## src/core/ddc_pkg.sv

```systemverilog
// Constants, carrier types and register map of the downconverter path control.
//
// How it works
// - Real mode outputs I only via quarter-rate mix.
// - Code 000: first two half-bands, 2 or 4.
// - Code 001: three half-bands, 4 or 8.
// - Code 010: four half-bands, 8 or 16.
// - Code 011: first half-band only, 1 or 2.
// - Code 100: half-band plus third-band, 3 or 6.
// - Code 101: two half-bands, third-band, 6 or 12.
// - Code 110: three half-bands, third-band, 12 or 24.
// - Code 111 defers to extended upper nibble field.
// - Extended field ignored unless primary code is 111.
// - Extended 0: third-band plus four half-bands, 48/24.
// - Extended 2: fifth-band plus half-band, 10/5.
// - Extended 3: fifth-band plus two half-bands, 20/10.
// - Extended 4: fifth-band plus three half-bands, 40/20.
// - Extended 7: first third-band, 3; no real.
// - Extended 8: fifth-band with third-band, 15; no real.
// - Extended 9: half-band, fifth, third-band, 30; no real.
// - Profile mode 0 uses the manual nibble.
// - Edge counter wraps to zero on the edge after it reaches the programmed nibble.
// - Edge counter advances on chosen pin rising edge.
// - Complex mode delivers both I and Q streams.
// - Manual nibble selects one of sixteen profiles.

`default_nettype none

package ddc_pkg;

  // ==========================================================================
  // Register map.
  localparam int ADDR_W = 12;
  localparam int DATA_W = 8;
  localparam logic [11:0] OFS_PATH_CONTROL = 12'h310;
  localparam logic [11:0] OFS_INPUT_EXT    = 12'h311;
  localparam logic [11:0] OFS_OSC_PROFILE  = 12'h314;
  localparam logic [11:0] OFS_PATH_STATUS  = 12'h31f;
  localparam logic [7:0]  RST_PATH_CONTROL = 8'h00;
  localparam logic [7:0]  RST_INPUT_EXT    = 8'h00;
  localparam logic [7:0]  RST_OSC_PROFILE  = 8'h00;
  localparam logic [7:0]  INPUT_EXT_WMASK  = 8'hf5;

  // ==========================================================================
  // Field positions.
  localparam int CTL_C2R_BIT   = 3;
  localparam int CTL_DEC_LSB   = 0;
  localparam int SEL_I_BIT     = 0;
  localparam int SEL_Q_BIT     = 2;
  localparam int SEL_EXT_LSB   = 4;
  localparam int OSC_MAN_LSB   = 0;
  localparam int OSC_MODE_LSB  = 4;
  localparam int STA_PROF_LSB  = 0;
  localparam int STA_UNSUP_BIT = 4;
  localparam int STA_REAL_BIT  = 5;

  // Filter stage positions in the chain mask.
  localparam int STG_HB1 = 0;
  localparam int STG_HB2 = 1;
  localparam int STG_HB3 = 2;
  localparam int STG_HB4 = 3;
  localparam int STG_TB1 = 4;
  localparam int STG_TB2 = 5;
  localparam int STG_FB  = 6;
  localparam int STG_N   = 7;

  // ==========================================================================
  // Codes.
  localparam logic [2:0] DEC_EXTENDED  = 3'h7;
  localparam logic [3:0] MODE_MANUAL   = 4'h0;
  localparam logic [3:0] MODE_EDGE_LO  = 4'h8;
  localparam logic [3:0] MODE_EDGE_HI  = 4'hb;

  // ==========================================================================
  // Sample path sizes.
  localparam int SAMPLE_W = 16;
  localparam int GROW_W   = 6;
  localparam int ACC_W    = SAMPLE_W + GROW_W;
  localparam int RATIO_W  = 6;

  typedef struct packed {
    logic [ADDR_W-1:0] addr;
    logic [DATA_W-1:0] wdata;
    logic              wr;
    logic              rd;
  } ddc_bus_t;

  typedef struct packed {
    logic signed [SAMPLE_W-1:0] chan_a;
    logic signed [SAMPLE_W-1:0] chan_b;
  } ddc_in_t;

  typedef struct packed {
    logic                       valid;
    logic                       real_only;
    logic signed [SAMPLE_W-1:0] i;
    logic signed [SAMPLE_W-1:0] q;
  } ddc_out_t;

  typedef struct packed {
    logic [STG_N-1:0]   stages;
    logic [RATIO_W-1:0] ratio;
    logic               unsup;
  } ddc_chain_t;

endpackage

`default_nettype wire

```

## src/core/ddc_decimation_nco_select.sv

```systemverilog
// Downconverter path: decimation chain select, source select, profile select.
`timescale 1ns/1ps
`default_nettype none

module ddc_decimation_nco_select (
  input  wire logic                       clock,         // Sample clock.
  input  wire logic                       rst_n,         // Sync reset.
  input  wire ddc_pkg::ddc_bus_t          bus,           // Register access.
  output var  logic [ddc_pkg::DATA_W-1:0] rdata,         // Read data.
  input  wire ddc_pkg::ddc_in_t           samples,       // Channel A/B.
  input  wire logic                       side_a_pin_zero, // Pin A0.
  input  wire logic                       side_a_pin_one,  // Pin A1.
  input  wire logic                       side_b_pin_zero, // Pin B0.
  input  wire logic                       side_b_pin_one,  // Pin B1.
  output var  ddc_pkg::ddc_out_t          out_stream,    // To framer.
  output var  ddc_pkg::ddc_chain_t        chain,         // Active chain.
  output var  logic [3:0]                 profile_index  // Active profile.
);
  import ddc_pkg::*;

  // ==========================================================================
  // State.
  typedef struct packed {
    logic [7:0]        path_control;
    logic [7:0]        input_ext;
    logic [7:0]        osc_profile;
    logic [7:0]        rdata;
    logic [3:0]        pin_s1;
    logic [3:0]        pin_s2;
    logic [3:0]        pin_s3;
    logic [3:0]        edge_count;
    logic [3:0]        profile;
    logic [1:0]        mix_phase;
    logic [RATIO_W-1:0] dec_count;
    logic [ACC_W-1:0]  acc_i;
    logic [ACC_W-1:0]  acc_q;
    ddc_chain_t        chain;
    ddc_out_t          out;
  } ddc_state_t;

  ddc_state_t s;
  ddc_state_t next_s;

  // ==========================================================================
  // Filter chain table: stage mask, complex ratio, real supported, legal.
  function automatic ddc_chain_t chain_lookup(input logic [2:0] dec,
                                              input logic [3:0] ext,
                                              input logic       c2r);
    logic [STG_N-1:0]   st;
    logic [RATIO_W-1:0] full;
    logic               real_ok;
    logic               legal;
    ddc_chain_t         r;
    st      = '0;
    full    = 6'h01;
    real_ok = 1'b1;
    legal   = 1'b1;
    case (dec)
      3'h0: begin
        st   = 7'h03;
        full = 6'h04;
      end
      3'h1: begin
        st   = 7'h07;
        full = 6'h08;
      end
      3'h2: begin
        st   = 7'h0f;
        full = 6'h10;
      end
      3'h3: begin
        st   = 7'h01;
        full = 6'h02;
      end
      3'h4: begin
        st   = 7'h21;
        full = 6'h06;
      end
      3'h5: begin
        st   = 7'h23;
        full = 6'h0c;
      end
      3'h6: begin
        st   = 7'h27;
        full = 6'h18;
      end
      default: begin
        case (ext)
          4'h0: begin
            st   = 7'h2f;
            full = 6'h30;
          end
          4'h2: begin
            st   = 7'h41;
            full = 6'h0a;
          end
          4'h3: begin
            st   = 7'h43;
            full = 6'h14;
          end
          4'h4: begin
            st   = 7'h47;
            full = 6'h28;
          end
          4'h7: begin
            st      = 7'h10;
            full    = 6'h03;
            real_ok = 1'b0;
          end
          4'h8: begin
            st      = 7'h50;
            full    = 6'h0f;
            real_ok = 1'b0;
          end
          4'h9: begin
            st      = 7'h52;
            full    = 6'h1e;
            real_ok = 1'b0;
          end
          default: begin
            legal = 1'b0;
          end
        endcase
      end
    endcase
    r.stages = st;
    r.unsup  = !legal || (c2r && !real_ok);
    // Real output halves the ratio since only I leaves the path.
    r.ratio  = (c2r && real_ok) ? (full >> 1) : full;
    return r;
  endfunction

  // Gain normalisation: shift by floor of log2 of the ratio.
  function automatic logic [2:0] norm_shift(input logic [RATIO_W-1:0] n);
    logic [2:0] k;
    k = 3'h0;
    for (int b = 1; b < RATIO_W; b++) begin
      if (n[b]) begin
        k = 3'(b);
      end
    end
    return k;
  endfunction

  // ==========================================================================
  // Next state.
  always_comb begin
    logic [3:0]        pins;
    logic [3:0]        rise;
    logic [3:0]        mode;
    logic [3:0]        limit;
    logic              c2r;
    logic [ACC_W-1:0]  src_i;
    logic [ACC_W-1:0]  src_q;
    logic [ACC_W-1:0]  mix_i;
    logic [ACC_W-1:0]  sum_i;
    logic [ACC_W-1:0]  sum_q;
    ddc_chain_t        cfg;
    logic [2:0]        sh;
    rise   = 4'h0;
    src_i  = '0;
    src_q  = '0;
    mix_i  = '0;
    sum_i  = '0;
    sum_q  = '0;
    cfg    = '0;
    sh     = 3'h0;
    next_s = s;
    pins   = {side_b_pin_one, side_b_pin_zero,
              side_a_pin_one, side_a_pin_zero};
    mode   = s.osc_profile[OSC_MODE_LSB +: 4];
    limit  = s.osc_profile[OSC_MAN_LSB +: 4];
    c2r    = s.path_control[CTL_C2R_BIT];

    // Register writes; reserved bits of the input select stay zero.
    next_s.rdata = 8'h00;
    if (bus.wr) begin
      case (bus.addr)
        OFS_PATH_CONTROL: next_s.path_control = bus.wdata;
        OFS_INPUT_EXT:    next_s.input_ext = bus.wdata & INPUT_EXT_WMASK;
        OFS_OSC_PROFILE:  next_s.osc_profile = bus.wdata;
        default:          next_s.rdata = 8'h00;
      endcase
    end
    if (bus.rd) begin
      case (bus.addr)
        OFS_PATH_CONTROL: next_s.rdata = s.path_control;
        OFS_INPUT_EXT:    next_s.rdata = s.input_ext;
        OFS_OSC_PROFILE:  next_s.rdata = s.osc_profile;
        OFS_PATH_STATUS:  next_s.rdata = {2'b00, c2r, s.chain.unsup,
                                          s.profile};
        default:          next_s.rdata = 8'h00;
      endcase
    end

    // Pin synchronisers; edges are taken from the second and third stage.
    next_s.pin_s1 = pins;
    next_s.pin_s2 = s.pin_s1;
    next_s.pin_s3 = s.pin_s2;
    rise = s.pin_s2 & ~s.pin_s3;

    // Edge counter and profile select.
    if (mode >= MODE_EDGE_LO && mode <= MODE_EDGE_HI &&
        rise[mode[1:0]]) begin
      next_s.edge_count = (s.edge_count >= limit) ? 4'h0
                                                  : s.edge_count + 4'h1;
    end
    case (mode)
      MODE_MANUAL: next_s.profile = limit;
      4'h1: next_s.profile = {2'b00, s.pin_s2[2], s.pin_s2[0]};
      4'h2: next_s.profile = {2'b00, s.pin_s2[3], s.pin_s2[1]};
      4'h3: next_s.profile = {2'b00, s.pin_s2[1], s.pin_s2[0]};
      4'h4: next_s.profile = {2'b00, s.pin_s2[3], s.pin_s2[2]};
      4'h5: next_s.profile = {s.pin_s2[3], s.pin_s2[1],
                              s.pin_s2[2], s.pin_s2[0]};
      4'h6: next_s.profile = s.pin_s2;
      4'h8, 4'h9, 4'ha, 4'hb: next_s.profile = s.edge_count;
      default: next_s.profile = limit;
    endcase

    // Chain selection; a change restarts the decimation phase.
    cfg = chain_lookup(s.path_control[CTL_DEC_LSB +: 3],
                       s.input_ext[SEL_EXT_LSB +: 4], c2r);
    next_s.chain = cfg;

    // Source select per stream.
    src_i = ACC_W'(s.input_ext[SEL_I_BIT] ? samples.chan_b
                                          : samples.chan_a);
    src_q = ACC_W'(s.input_ext[SEL_Q_BIT] ? samples.chan_b
                                          : samples.chan_a);
    src_i = {{GROW_W{src_i[SAMPLE_W-1]}}, src_i[SAMPLE_W-1:0]};
    src_q = {{GROW_W{src_q[SAMPLE_W-1]}}, src_q[SAMPLE_W-1:0]};

    // Quarter-rate mix to real: I, -Q, -I, Q.
    case (s.mix_phase)
      2'h0:    mix_i = src_i;
      2'h1:    mix_i = ACC_W'(-src_q);
      2'h2:    mix_i = ACC_W'(-src_i);
      default: mix_i = src_q;
    endcase
    next_s.mix_phase = c2r ? s.mix_phase + 2'h1 : 2'h0;

    sum_i = s.acc_i + (c2r ? mix_i : src_i);
    sum_q = c2r ? '0 : s.acc_q + src_q;
    sh    = norm_shift(s.chain.ratio);
    next_s.out.valid = 1'b0;
    if (cfg != s.chain || s.chain.unsup) begin
      next_s.dec_count = '0;
      next_s.acc_i     = '0;
      next_s.acc_q     = '0;
    end else if (s.dec_count >= s.chain.ratio - 6'h01) begin
      next_s.dec_count     = '0;
      next_s.acc_i         = '0;
      next_s.acc_q         = '0;
      next_s.out.valid     = 1'b1;
      next_s.out.real_only = c2r;
      next_s.out.i = SAMPLE_W'($signed(sum_i) >>> sh);
      next_s.out.q = c2r ? '0 : SAMPLE_W'($signed(sum_q) >>> sh);
    end else begin
      next_s.dec_count = s.dec_count + 6'h01;
      next_s.acc_i     = sum_i;
      next_s.acc_q     = sum_q;
    end
  end

  // ==========================================================================
  // Registers.
  always_ff @(posedge clock) begin
    if (!rst_n) begin
      s              <= '0;
      s.path_control <= RST_PATH_CONTROL;
      s.input_ext    <= RST_INPUT_EXT;
      s.osc_profile  <= RST_OSC_PROFILE;
      s.chain.stages <= 7'h03;
      s.chain.ratio  <= 6'h04;
    end else begin
      s <= next_s;
    end
  end

  assign rdata         = s.rdata;
  assign out_stream    = s.out;
  assign chain         = s.chain;
  assign profile_index = s.profile;
endmodule // ddc_decimation_nco_select

`default_nettype wire

```

## config.mk

```make
export PLATFORM = sky130hd
export DESIGN_NAME = ddc_decimation_nco_select
export DESIGN_NICKNAME = d
export VERILOG_FILES = /design/src/core/ddc_pkg.sv /design/src/core/ddc_decimation_nco_select.sv
export SDC_FILE = /design/constraint.sdc
export NUM_CORES = 1
export LEC_CHECK = 0
export BUFFER_PORTS_ARGS = -buffer_cell sky130_fd_sc_hd__buf_4
export CAP_MARGIN = 10
export CORE_ASPECT_RATIO = 1.75
export CORE_UTILIZATION = 61
export CTS_CLUSTER_SIZE = 24
export DETAILED_ROUTE_END_ITERATION = 10
export GPL_TIMING_DRIVEN = 0
export PLACE_DENSITY = 0.78
export SKIP_LAST_GASP = 1
export SYNTH_ARGS = -nofsm -noshare
export SYNTH_HDL_FRONTEND = slang
export SYNTH_SLANG_ARGS = --single-unit
```

## constraint.sdc

```tcl
create_clock -name clock -period 6.2 [get_ports clock]
set_input_delay 1.24 -clock clock [delete_from_list [all_inputs] [get_ports clock]]
set_output_delay 1.24 -clock clock [all_outputs]
set_load 0.01 [all_outputs]
```

# --- Yosys cells after proc, flatten, opt, wreduce, memory -nomap -nowiden ---
# Index checks and enable logic that the tools add are counted.
totals:
  output_inout_bits: 60
  rom_bits: 0
  ramBits: 0
  n_memories: 0
  input_bits: 60
  word_cells: 117
  register_bits: 150
  latch_bits: 0
classes:
  addsub: 8
  n_mux: 27
  n_mul: 0
  n_bitwise: 4
  n_eq_ne: 29
  div: 0
  shift: 2
  n_reduce_logical: 22
  n_lt_le_gt_ge: 5
ops:
  columns: ["op", "count"]
  rows:
  - ["7-bit case mux with 7 select lines", 2]
  - ["6-bit case mux with 7 select lines", 2]
  - ["22-bit case mux with 3 select lines", 1]
  - ["12-bit by 10-bit equality test with 1-bit output, second input constant", 4]
  - ["16-bit 2-to-1 mux", 3]
  - ["22-bit adder", 2]
  - ["22-bit 2-to-1 mux", 2]
  - ["22-bit negator", 2]
  - ["22-bit by 3-bit >>> shifter with 16-bit output", 2]
  - ["34-bit 2-to-1 mux", 1]
  - ["8-bit case mux with 4 select lines", 1]
  - ["4-bit case mux with 7 select lines", 1]
  - ["4-bit equality test, second input constant", 6]
  - ["4-bit by 3-bit equality test with 1-bit output, second input constant", 5]
  - ["4-bit by 2-bit equality test with 1-bit output, second input constant", 4]
  - ["14-bit inequality test", 1]
  - ["7-bit OR reduction", 2]
  - ["3-bit 2-to-1 mux", 4]
  - ["2-bit AND reduction", 5]
  - ["3-bit equality test, second input constant", 3]
  - ["8-bit 2-to-1 mux", 1]
  - ["6-bit by 1-bit adder with 6-bit output, second input constant", 1]
  - ["3-bit by 2-bit equality test with 1-bit output, second input constant", 2]
  - ["6-bit >= comparator", 1]
  - ["27 further kinds", 39]

# --- Longest topological paths before layout ---
# Gate-level depths: netlist (run 1).
depth:
  ltp_word: 11
  mapped_depth: 23

# --- Least setup slack after synthesis (run 1) ---
# No wires, ideal clock.
synth_timing:
  path_type: "register to register"
  from: "register s[136] (netlist bit)"
  to: "register s, in the netlist out_stream[30]"
  path_buffers: 3
  required_ns: 6.086
  setup_slack_ns: 0.641
  arrival_ns: 5.445
  setup_time_ns: 0.114
  stages_incl_launch_ff: 23
  path_cell_list: "dfxtp_1 clkbuf_1 clkbuf_1 buf_1 mux2i_1 ha_1 o21ai_0 or3_1 nor2_1 xor2_1 o21ai_0 nor3_1 o41ai_1 ha_1 a21o_1 a21o_1 a211oi_1 nand2_1 a31oi_1 xor2_1 mux2i_1 o2111a_1 a21o_1"
synth_between:
  elab_chain_len: 6
synth_rtl:
  columns: ["element", "line_no", "rtl"]
  rows:
  - ["from (decl)", "ddc_decimation_nco_select.sv:41", "ddc_state_t s;"]
  - ["from (signal assigned)", "ddc_decimation_nco_select.sv:277", "s <= next_s;"]
  - ["16-bit 2-to-1 mux (*)", "ddc_decimation_nco_select.sv:227", "src_i = ACC_W'(s.input_ext[SEL_I_BIT] ? samples.chan_b"]
  - ["22-bit negator", "ddc_decimation_nco_select.sv:238", "2'h2: mix_i = ACC_W'(-src_i);"]
  - ["22-bit case mux with 3 select lines", "ddc_decimation_nco_select.sv:235", "case (s.mix_phase)"]
  - ["22-bit 2-to-1 mux (*)", "ddc_decimation_nco_select.sv:243", "sum_i = s.acc_i + (c2r ? mix_i : src_i);"]
  - ["22-bit adder (*)", "ddc_decimation_nco_select.sv:243", null]
  - ["22-bit by 3-bit >>> shifter with 16-bit output (*)", "ddc_decimation_nco_select.sv:257", "next_s.out.i = SAMPLE_W'($signed(sum_i) >>> sh);"]
# Every way passes the cells marked *; elsewhere a longest branch is shown, timed or not.
# A chain may end at the register's enable or synchronous reset.

# --- Worst setup path in the final report (run 1) ---
layout_timing:
  from: "register s[136] (netlist bit)"
  to: "register s, in the netlist out_stream[28]"
# The elaborated chain is that of the path after synthesis.

==> results of run 1 <==
logic make-up after synthesis:
kind of cell,after synthesis,synth area share
and+or+nand+nor,542,0.227
xor gates and xnor gates,59,0.0447
muxes,75,0.0693
DFF,148,0.256
adders and majority gates,69,0.0758
buffers and inverters,197,0.0842
AOI/OAI and AO/OA,418,0.242
final timing paths:
| kind | start | slack (ps) | depth (start not counted) | endpoint |
|---|---|---|---|---|
| worst min-delay path | next_s[115] | 440 | 1 | next_s[111] |
| worst min register to register | next_s[115] | 440 | 1 | next_s[111] |
| worst max-delay path | s[136] | 270 | 21 | out_stream[28] |
| worst max register to register | s[136] | 270 | 21 | out_stream[28] |
flip-flops by register name (all words and copies together), names as in the netlist:
signal,cells
chain,14
out_stream,34
s,80
next_s,8
rdata,8
profile_index,4
routing by layer:
| layer | share of wire | track usage | up-vias |
|---|---|---|---|
| met5 | 0 | 0 | - |
| met4 | 0.094 | 0.373 | 0 |
| met3 | 0.057 | 0.0615 | 231 |
| met2 | 0.52 | 0.741 | 596 |
| met1 | 0.33 | 0.381 | 5738 |
| li1 | - | - | 5675 |
layout make-up:
| class | count | area (um2) |
|---|---|---|
| Tap cell | 238 | 298 |
| Clock inverter | 15 | 210 |
| Buffer | 152 | 815 |
| Multi-Input combinational cell | 1163 | 7660 |
| Inverter | 44 | 165 |
| Fill cell | 1585 | 5150 |
| Sequential cell | 148 | 2960 |
| Clock buffer | 17 | 425 |
| Antenna cell | 1 | 2.50 |
| Timing Repair Buffer | 118 | 883 |
what timing repair did:
item | CTS | global route
gates resized for setup | 6 | 11
pin swaps | 0 | 1
hold buffers | 0 | 0
setup endpoints to repair | 15 | 6
buffers inserted | 0 | 1
cell usage after synthesis, types with 9 or more instances:
cell | count | share of area
mux2i_1 | 35 | 0.030
o22ai_1 | 10 | 0.0054
and2_1 | 20 | 0.011
a21oi_1 | 95 | 0.041
nor3_1 | 42 | 0.018
a21o_1 | 35 | 0.023
nor4_1 | 12 | 0.0065
clkbuf_1 | 78 | 0.025
a31oi_1 | 25 | 0.014
nor2b_1 | 16 | 0.0087
xnor2_1 | 34 | 0.026
inv_1 | 42 | 0.014
a221oi_1 | 11 | 0.0083
ha_1 | 66 | 0.071
nand4_1 | 9 | 0.0049
nand2b_1 | 16 | 0.0087
buf_4 | 60 | 0.039
a211oi_1 | 18 | 0.012
xor2_1 | 25 | 0.019
dfxtp_1 | 148 | 0.26
nand2_1 | 152 | 0.049
mux2_2 | 39 | 0.038
a22oi_1 | 12 | 0.0078
nand3_1 | 37 | 0.016
o211ai_1 | 28 | 0.018
o21ai_0 | 85 | 0.037
o21a_1 | 12 | 0.0078
and3_1 | 13 | 0.0070
nor2_1 | 164 | 0.053
where the power goes:
group / switching [mW] / total [mW] / internal, mW
Sequential: 0.105 / 1.27 / 1.16
Combinational: 1.56 / 2.60 / 1.03
Clock: 0.478 / 1.13 / 0.653
worst max-delay path, stage by stage (launching register included):
cell and delay (ps):
dfxtp_2 450, clkbuf_4 260, clkbuf_4 270, mux2i_2 330
ha_1 300, o21ai_1 190, or3_1 500, nor2_1 170
xor2_1 90, o21ai_0 220, nor3_1 90, o41ai_2 450
ha_1 350, a21o_1 210, a21o_1 190, a211oi_2 290
nand2_1 150, a31oi_2 300, xor2_2 310, mux2i_1 210
o221ai_1 330, a21oi_1 120
==> flow_summary.ini, run 1 <==
[logic_synthesis]
ys_warn_count = 0
synth_fp_nets = 1636
syn_inst = 1508
postSynthAreaPerCell_um2 = 7.67
ys_async_sr_fraction = 0
ys.flop_type = dfxtp_1
synthesis.area_um2 = 11600
synth_seq_cells = 148
synth_cell_types = 86
synth-edff-count = 0
ys_seq_area_frac = 0.256

[finish]
drive_gt1_frac = 0.177
nNetsFinal = 1772
final_common_cell = buf_4
design_area_um2 = 13400
synthToLayoutAreaGrowth_pct = 16.1
utilization = 0.723
mostFrequentLayoutCells = 177 x buf_4, 164 x nor2_1, 152 x nand2_1, 147 x dfxtp_1, 95 x a21oi_1
instances_no_fill = 1896

[sta]
hold_viol = 0
setup_total_negative_slack_ps = 0
worst_pin_slew_ps = 1010
setup_violations = 0
rsz0062_at_grt = no
slew_headroom = 0.325
worst_slack_ps = 274
maxSlewViolCount = 0
fin_crit_ps = 5930
holdWs_ps = 441
max_freq_ghz = 0.169
finalCritPeriodShare = 0.956
worst_clock_skew_ps = 10.2

[drt]
drt_iter0_markers = 1155
first_pass_iters = 9
drc = 0
vias = 12200
drt_wl_total_um = 39200
wire_per_inst_um = 20.7
vias_per_cell = 6.46
ant_nets = 0

[place]
post-place-cells = 1862
gp_congestion = 1.00
placed_area_um2 = 12700
place_ws_ps = -857
io_buffer_count = 116
dp_hpwl_um = 30500

[clock_network]
cts_sinks = 148
cts_tree = done
clock_latency_ps = 450
numCtsBuffers = 17
clk_path_buf_depth = 2
clkTransAtPathRegs_ps = 70
htreeDepth = 4
cts_root_buf = clkbuf_16

[global_route]
grt_pass1_vias = 11900
grt_max_degree = 17
grt.total_usage = 0.405
grt_pass1_wl_um = 60400
gr-total-overflow = 0
antenna_found_initial = 0

[setup_path]
cp.arrival_ps = 6240
worst_setup_path_start_kind = flop
cp_max_fo = 10
crit_path_end_kind = flop
crit_type = reg -> reg
required_ps = 6520

[floorplan]
rows = 66
die_height_um = 184
io_pins = 120
core_um2 = 18600
initial_core_util = 0.622
die_area_um2 = 19500
die_x_um = 106

[power_and_ir_drop]
p_total_mw = 5.00
p_leak_nw = 5.58
power_density_nw_per_um2 = 372
ir_drop_v = 0.000328

[run_status]
outcome = finished clean

[job]
maxCapViolations = 0

[min_path]
hold_class = reg -> reg
(Power assumes the default switching activity.)
==> run 2, diff against run 1 <==
--- a/config.mk
+++ b/config.mk
@@ -7,8 +7,10 @@
 export LEC_CHECK = 0
 export BUFFER_PORTS_ARGS = -buffer_cell sky130_fd_sc_hd__buf_4
 export CAP_MARGIN = 10
+export CELL_PAD_IN_SITES_DETAIL_PLACEMENT = 0
+export CELL_PAD_IN_SITES_GLOBAL_PLACEMENT = 1
 export CORE_ASPECT_RATIO = 1.75
-export CORE_UTILIZATION = 61
+export CORE_UTILIZATION = 45
 export CTS_CLUSTER_SIZE = 24
 export DETAILED_ROUTE_END_ITERATION = 10
 export GPL_TIMING_DRIVEN = 0
==> run 2 against run 1 <==
Combinational power about the same; hold slack improved by 4.8 ps; cell count rose by 4.0%; critical path depth unchanged; sequential power hardly changed; non-clock buffer count down 1; flip-flop and latch count unchanged; clock power decreased by 9%; cell area increased by 0.18%.
==> flow_summary.ini, run 2 (same netlist as run 1, synthesis figures left out) <==
[clock_network]
cts_sinks = 148
cts_tree = done
cts_hold_buf = 0
cts_root_buf = clkbuf_16
clock_latency_ps = 460
clk_path_buf_depth = 2
htreeDepth = 4
clkTransAtPathRegs_ps = 60
numCtsBuffers = 17

[place]
place_ws_ps = -932
post-place-cells = 1940
dp_hpwl_um = 33100
io_buffer_count = 116
placed_area_um2 = 12800
gp_congestion = 0.914

[setup_path]
r2r_slack_ps = 220
timing.rr.end = out_stream[30]
crit_path_end_kind = flop
worst_setup_path_start_kind = flop
cp_max_fo = 10
worstRegToRegCells = 21
crit_family = compound AO/OA/AOI/OAI gates
cp_slowest_stage_delay_ps = 540
crit_type = reg -> reg
path_cells = clkbuf_4 -> buf_4 -> mux2i_2 -> ha_1 -> o21ai_0 -> or3_1 -> nor2_1 -> xor2_1 -> o21ai_0 -> nor3_1 -> o41ai_2 -> ha_1 -> a21o_1 -> a21o_1 -> a211oi_2 -> nand2_1 -> a31oi_1 -> xor2_1 -> mux2i_1 -> o2111a_1 -> a21o_1
crit_slowest_cell = or3_1
cp_common_cell = a21o_1
reg2reg_from = s[136]
worstPathBufferInverterCount = 2
cp.arrival_ps = 6340
required_ps = 6560

[sta]
max_freq_ghz = 0.167
rsz0062_at_grt = yes
worst_clock_skew_ps = 14.8
setup_total_negative_slack_ps = 0
hold_viol = 0
slew_headroom = 0.201
maxSlewViolCount = 0
setup_violations = 0
finalCritPeriodShare = 0.964
holdWs_ps = 446
fin_crit_ps = 5980
worst_slack_ps = 220
worst_pin_slew_ps = 1190

[floorplan]
initial_core_util = 0.458
die_height_um = 214
core_um2 = 25200
die_x_um = 123
rows = 77
die_area_um2 = 26400
io_pins = 120

[finish]
diodes = 0
nNetsFinal = 1771
final_common_cell = buf_4
register_area_um2 = 2960
drive_gt1_frac = 0.176
largest-register = s
utilization = 0.533
synthToLayoutAreaGrowth_pct = 16.4
largest_reg_flops = 80
multi_input_area_um2 = 7660
design_area_um2 = 13500
fill_cells = 2559
instances_no_fill = 1972
mostFrequentLayoutCells = 178 x buf_4, 164 x nor2_1, 152 x nand2_1, 147 x dfxtp_1, 95 x a21oi_1

[global_route]
grt_pass1_wl_um = 63100
grt_max_degree = 17
met2_usage = 0.614
gr-total-overflow = 0
grt_pass1_vias = 11800
top_usage_layer = met2
grt.total_usage = 0.320
grt_use_met3 = 0.0375
antenna_found_initial = 0
met1_usage = 0.299

[min_path]
hold_end = next_s[111]
hp-start = next_s[115]
hold_path_depth = 1
hold_class = reg -> reg

[drt]
first_pass_iters = 6
ant_nets = 0
drt_wl_total_um = 41600
vias_per_cell = 6.00
vias = 11800
drt_iter0_markers = 696
wire_per_inst_um = 21.1
drc = 0

[job]
maxCapViolations = 0

[run_status]
outcome = finished clean

[power_and_ir_drop]
p_total_mw = 4.91
p_leak_nw = 5.53
ir_drop_v = 0.000245
power_density_nw_per_um2 = 365
==> run 2: layer usage <==
metal,part of all wire,vias up,wire (um)
li1,-,5659,-
met1,0.34,5640,14300
met2,0.55,386,22900
met3,0.037,156,1520
met4,0.068,0,2820
met5,0,-,0
==> run 2: how the worst max path moves through the flow <==
stage	depth (start not counted)	from	slack [ps]	to
after detailed placement	22	s[136]	-930	out_stream[30]
after global routing	21	s[136]	-20	out_stream[30]
after floorplan	22	s[136]	640	out_stream[30]
after CTS	22	s[138]	60	out_stream[29]
final	21	s[136]	220	out_stream[30]
after global placement	22	s[136]	-980	out_stream[30]
==> run 2: what timing repair did <==
item                                    4_1_cts  5_1_grt
endpoints found under the setup margin       18        8
resized for setup                             8        7
pin swaps                                     0        1
buffers inserted                              0        1
gates cloned                                  0        0
==> run 2: worst register-to-register path, cell delays in order (launching register included) <==
cell and delay [ps]:
dfxtp_2 450, clkbuf_4 290, buf_4 250, mux2i_2 330
ha_1 250, o21ai_0 240, or3_1 550, nor2_1 170
xor2_1 80, o21ai_0 220, nor3_1 90, o41ai_2 420
ha_1 340, a21o_1 210, a21o_1 190, a211oi_2 330
nand2_1 140, a31oi_1 310, xor2_1 350, mux2i_1 230
o2111a_1 300, a21o_1 150
==> run 2: power breakdown <==
group | total, mW | internal, mW | switching (mW) | leakage, nW
clock | 1.03 | 0.567 | 0.466 | 0.265
sequential | 1.27 | 1.16 | 0.104 | 1.21
combinational | 2.61 | 1.03 | 1.58 | 4.06
==> run 2: final cells by class <==
type                            instances  share of cell area
Buffer                                152              0.0606
Sequential cell                       148               0.220
Clock buffer                           19              0.0329
Timing Repair Buffer                  117              0.0653
Clock inverter                         13             0.00940
Multi-Input combinational cell       1163               0.570
Tap cell                              316              0.0294
Inverter                               44              0.0123
==> run 3, diff against run 2 <==
--- a/config.mk
+++ b/config.mk
@@ -5,17 +5,20 @@
 export SDC_FILE = /design/constraint.sdc
 export NUM_CORES = 1
 export LEC_CHECK = 0
+export ABC_AREA = 1
 export BUFFER_PORTS_ARGS = -buffer_cell sky130_fd_sc_hd__buf_4
 export CAP_MARGIN = 10
 export CELL_PAD_IN_SITES_DETAIL_PLACEMENT = 0
 export CELL_PAD_IN_SITES_GLOBAL_PLACEMENT = 1
 export CORE_ASPECT_RATIO = 1.75
-export CORE_UTILIZATION = 45
+export CORE_MARGIN = 1.5
+export CORE_UTILIZATION = 42
 export CTS_CLUSTER_SIZE = 24
 export DETAILED_ROUTE_END_ITERATION = 10
 export GPL_TIMING_DRIVEN = 0
-export PLACE_DENSITY = 0.78
+export PLACE_DENSITY = 0.77
 export SKIP_LAST_GASP = 1
+export SLEW_MARGIN = 20
 export SYNTH_ARGS = -nofsm -noshare
 export SYNTH_HDL_FRONTEND = slang
 export SYNTH_SLANG_ARGS = --single-unit
==> run 3 against run 2 <==
Die area increased by 13%; critical path depth is 8 higher; cell count grew 26%; worst setup slack improved by 540 ps; combinational power up 2%; clock power rose by 4%; area after synthesis is 4.0% higher; highest routed layer unchanged; largest cell class unchanged; via count is 13% higher; sequential power barely moved; global-route usage shrank 1.1 points; register-to-register slack gained 840 ps.
==> flow_summary.ini, run 3 <==
[floorplan]
core_um2 = 28100
die_x_um = 131
rows = 81
die_height_um = 227
die_area_um2 = 29700
initial_core_util = 0.428
io_pins = 120

[finish]
largest-register = s
drive_gt1_frac = 0.127
final_common_cell = nand2_1
mostFrequentLayoutCells = 469 x nand2_1, 251 x nor2_1, 228 x inv_1, 208 x nand3_1, 180 x buf_4
design_area_um2 = 14000
diodes = 0
nNetsFinal = 2234
synthToLayoutAreaGrowth_pct = 16.2
largest_reg_flops = 80

[logic_synthesis]
synth_top_area_frac = 0.247
synth.most_common_cell = nand2_1
yosys-top-cells-area = dfxtp_1 25%, nand2_1 15%, nand3_1 8.7%, nor2_1 7.8%, inv_1 7.1%
synth_seq_cells = 148
synth-edff-count = 0
postSynthAreaPerCell_um2 = 6.11
syn_inst = 1968
ys.flop_type = dfxtp_1
ys_warn_count = 0
synth_cell_types = 58
synthesis.area_um2 = 12000
yosys-top-cells-count = 469 x nand2_1, 251 x nor2_1, 228 x inv_1, 208 x nand3_1, 148 x dfxtp_1
ys_seq_area_frac = 0.247
yosysTopAreaCell = dfxtp_1
ys_async_sr_fraction = 0
synth_fp_nets = 2096

[clock_network]
numCtsBuffers = 17
cts_resized = 0
cts_tree = done
cts_root_buf = clkbuf_16
htreeDepth = 4
clock_latency_ps = 450
cts_sinks = 148
clkTransAtPathRegs_ps = 70
cts_setup_buffers = 0
clk_path_buf_depth = 2
cts_hold_buf = 0

[global_route]
gr-total-overflow = 0
grt_max_degree = 17
grt_pass1_vias = 12700
grt.total_usage = 0.309
antenna_found_initial = 0
grt_pass1_wl_um = 68300

[sta]
max_freq_ghz = 0.184
fin_crit_ps = 5440
worst_clock_skew_ps = 9.58
hold_viol = 0
rsz0062_at_grt = no
setup_total_negative_slack_ps = 0
finalCritPeriodShare = 0.877
setup_violations = 0
worst_pin_slew_ps = 1070
slew_headroom = 0.280
maxSlewViolCount = 0

[setup_path]
required_ps = 6540
crit_path_end_kind = flop
cp_common_cell = nand2_1
cp_max_fo = 5
crit_type = in -> reg
cp_slowest_stage_delay_ps = 610
crit_slowest_cell = o21ai_0
cp.arrival_ps = 5780
worst_setup_path_start_kind = input port

[power_and_ir_drop]
power_density_nw_per_um2 = 359
p_total_mw = 5.02
ir_drop_v = 0.000234
p_leak_nw = 7.00

[drt]
ant_nets = 0
wire_per_inst_um = 18.2
vias = 13300
vias_per_cell = 5.35
drt_iter0_markers = 667
drt_wl_total_um = 45400
first_pass_iters = 5
drc = 0

[run_status]
outcome = finished clean

[place]
placed_area_um2 = 13400
io_buffer_count = 119
dp_hpwl_um = 37400
gp_congestion = 0.956

[job]
maxCapViolations = 0

[min_path]
hold_class = reg -> reg
run 3: cell types whose count changed in the layout (fill, tap and decap cells not counted), sizes merged, moves of 32 or more:
cell / delta
mux2i: -33
a21o: -32
inv: +192
nand2: +320
clkbuf: -41
nand3: +174
nor2: +95
mux2: -40
a21oi: +41
o21ai: +63
run 3: per-stage QoR:
stage / std cells / util / worst slack (ps) / hold slack (ps)
2_1_floorplan: 1968 / - / 1870 / 390
3_3_place_gp: 2460 / 0.477 / 467 / 393
3_5_place_dp: 2460 / 0.477 / 418 / 400
4_1_cts: 2492 / 0.498 / 887 / 419
5_1_grt: 2492 / 0.498 / 447 / 430
6_report: 2492 / 0.498 / 765 / 413
run 3: cell families (layout without fill, tap and decap cells):
kind of cell	Yosys count	count (layout)	synth area share
compound gates	342	342	0.158
simple gates	1034	1034	0.372
flops	148	148	0.247
mux	2	2	0.00167
xor+xnor	19	19	0.0138
buf+inv	355	506	0.136
fa+ha+maj	68	68	0.0720
run 3: metal layers:
layer,vias up,part of all wire,track usage
met2,369,0.54,0.587
li1,6691,-,-
met1,6132,0.36,0.305
met3,133,0.031,0.0385
met4,0,0.068,0.204
met5,-,0,0
run 3: final cells by class:
cell class,instances,area [um2]
Timing Repair Buffer,119,893
Clock inverter,13,139
Sequential cell,148,2960
Tap cell,373,467
Fill cell,3052,14100
Inverter,236,888
Buffer,119,743
Multi-Input combinational cell,1465,7420
Clock buffer,19,453
run 3: critical path, delay by kind of cell:
kind                     cells  cell delay [ps]
AO/OA/AOI/OAI                2             1030
buffers and inverters        2              180
AND/OR/NAND/NOR             23             2750
adder cells (fa/ha/maj)      2              560
run 3: path summary, 6_finish.rpt:
check | to | cells past startpoint | slack, ps | from
worst max-delay path | out_stream[31] | 29 | 760 | samples[16]
worst min-delay path | next_s[108] | 2 | 410 | next_s[112]
worst max register to register | out_stream[31] | 29 | 1060 | s[136]
worst min register to register | next_s[108] | 2 | 410 | next_s[112]
run 3: power by group:
part           internal [mW]  switching (mW)  leakage [nW]  total (mW)
sequential              1.18           0.121          1.21        1.30
combinational          0.982            1.67          5.51        2.66
clock                  0.587           0.479         0.283        1.07
total                   2.74            2.27          7.00        5.02
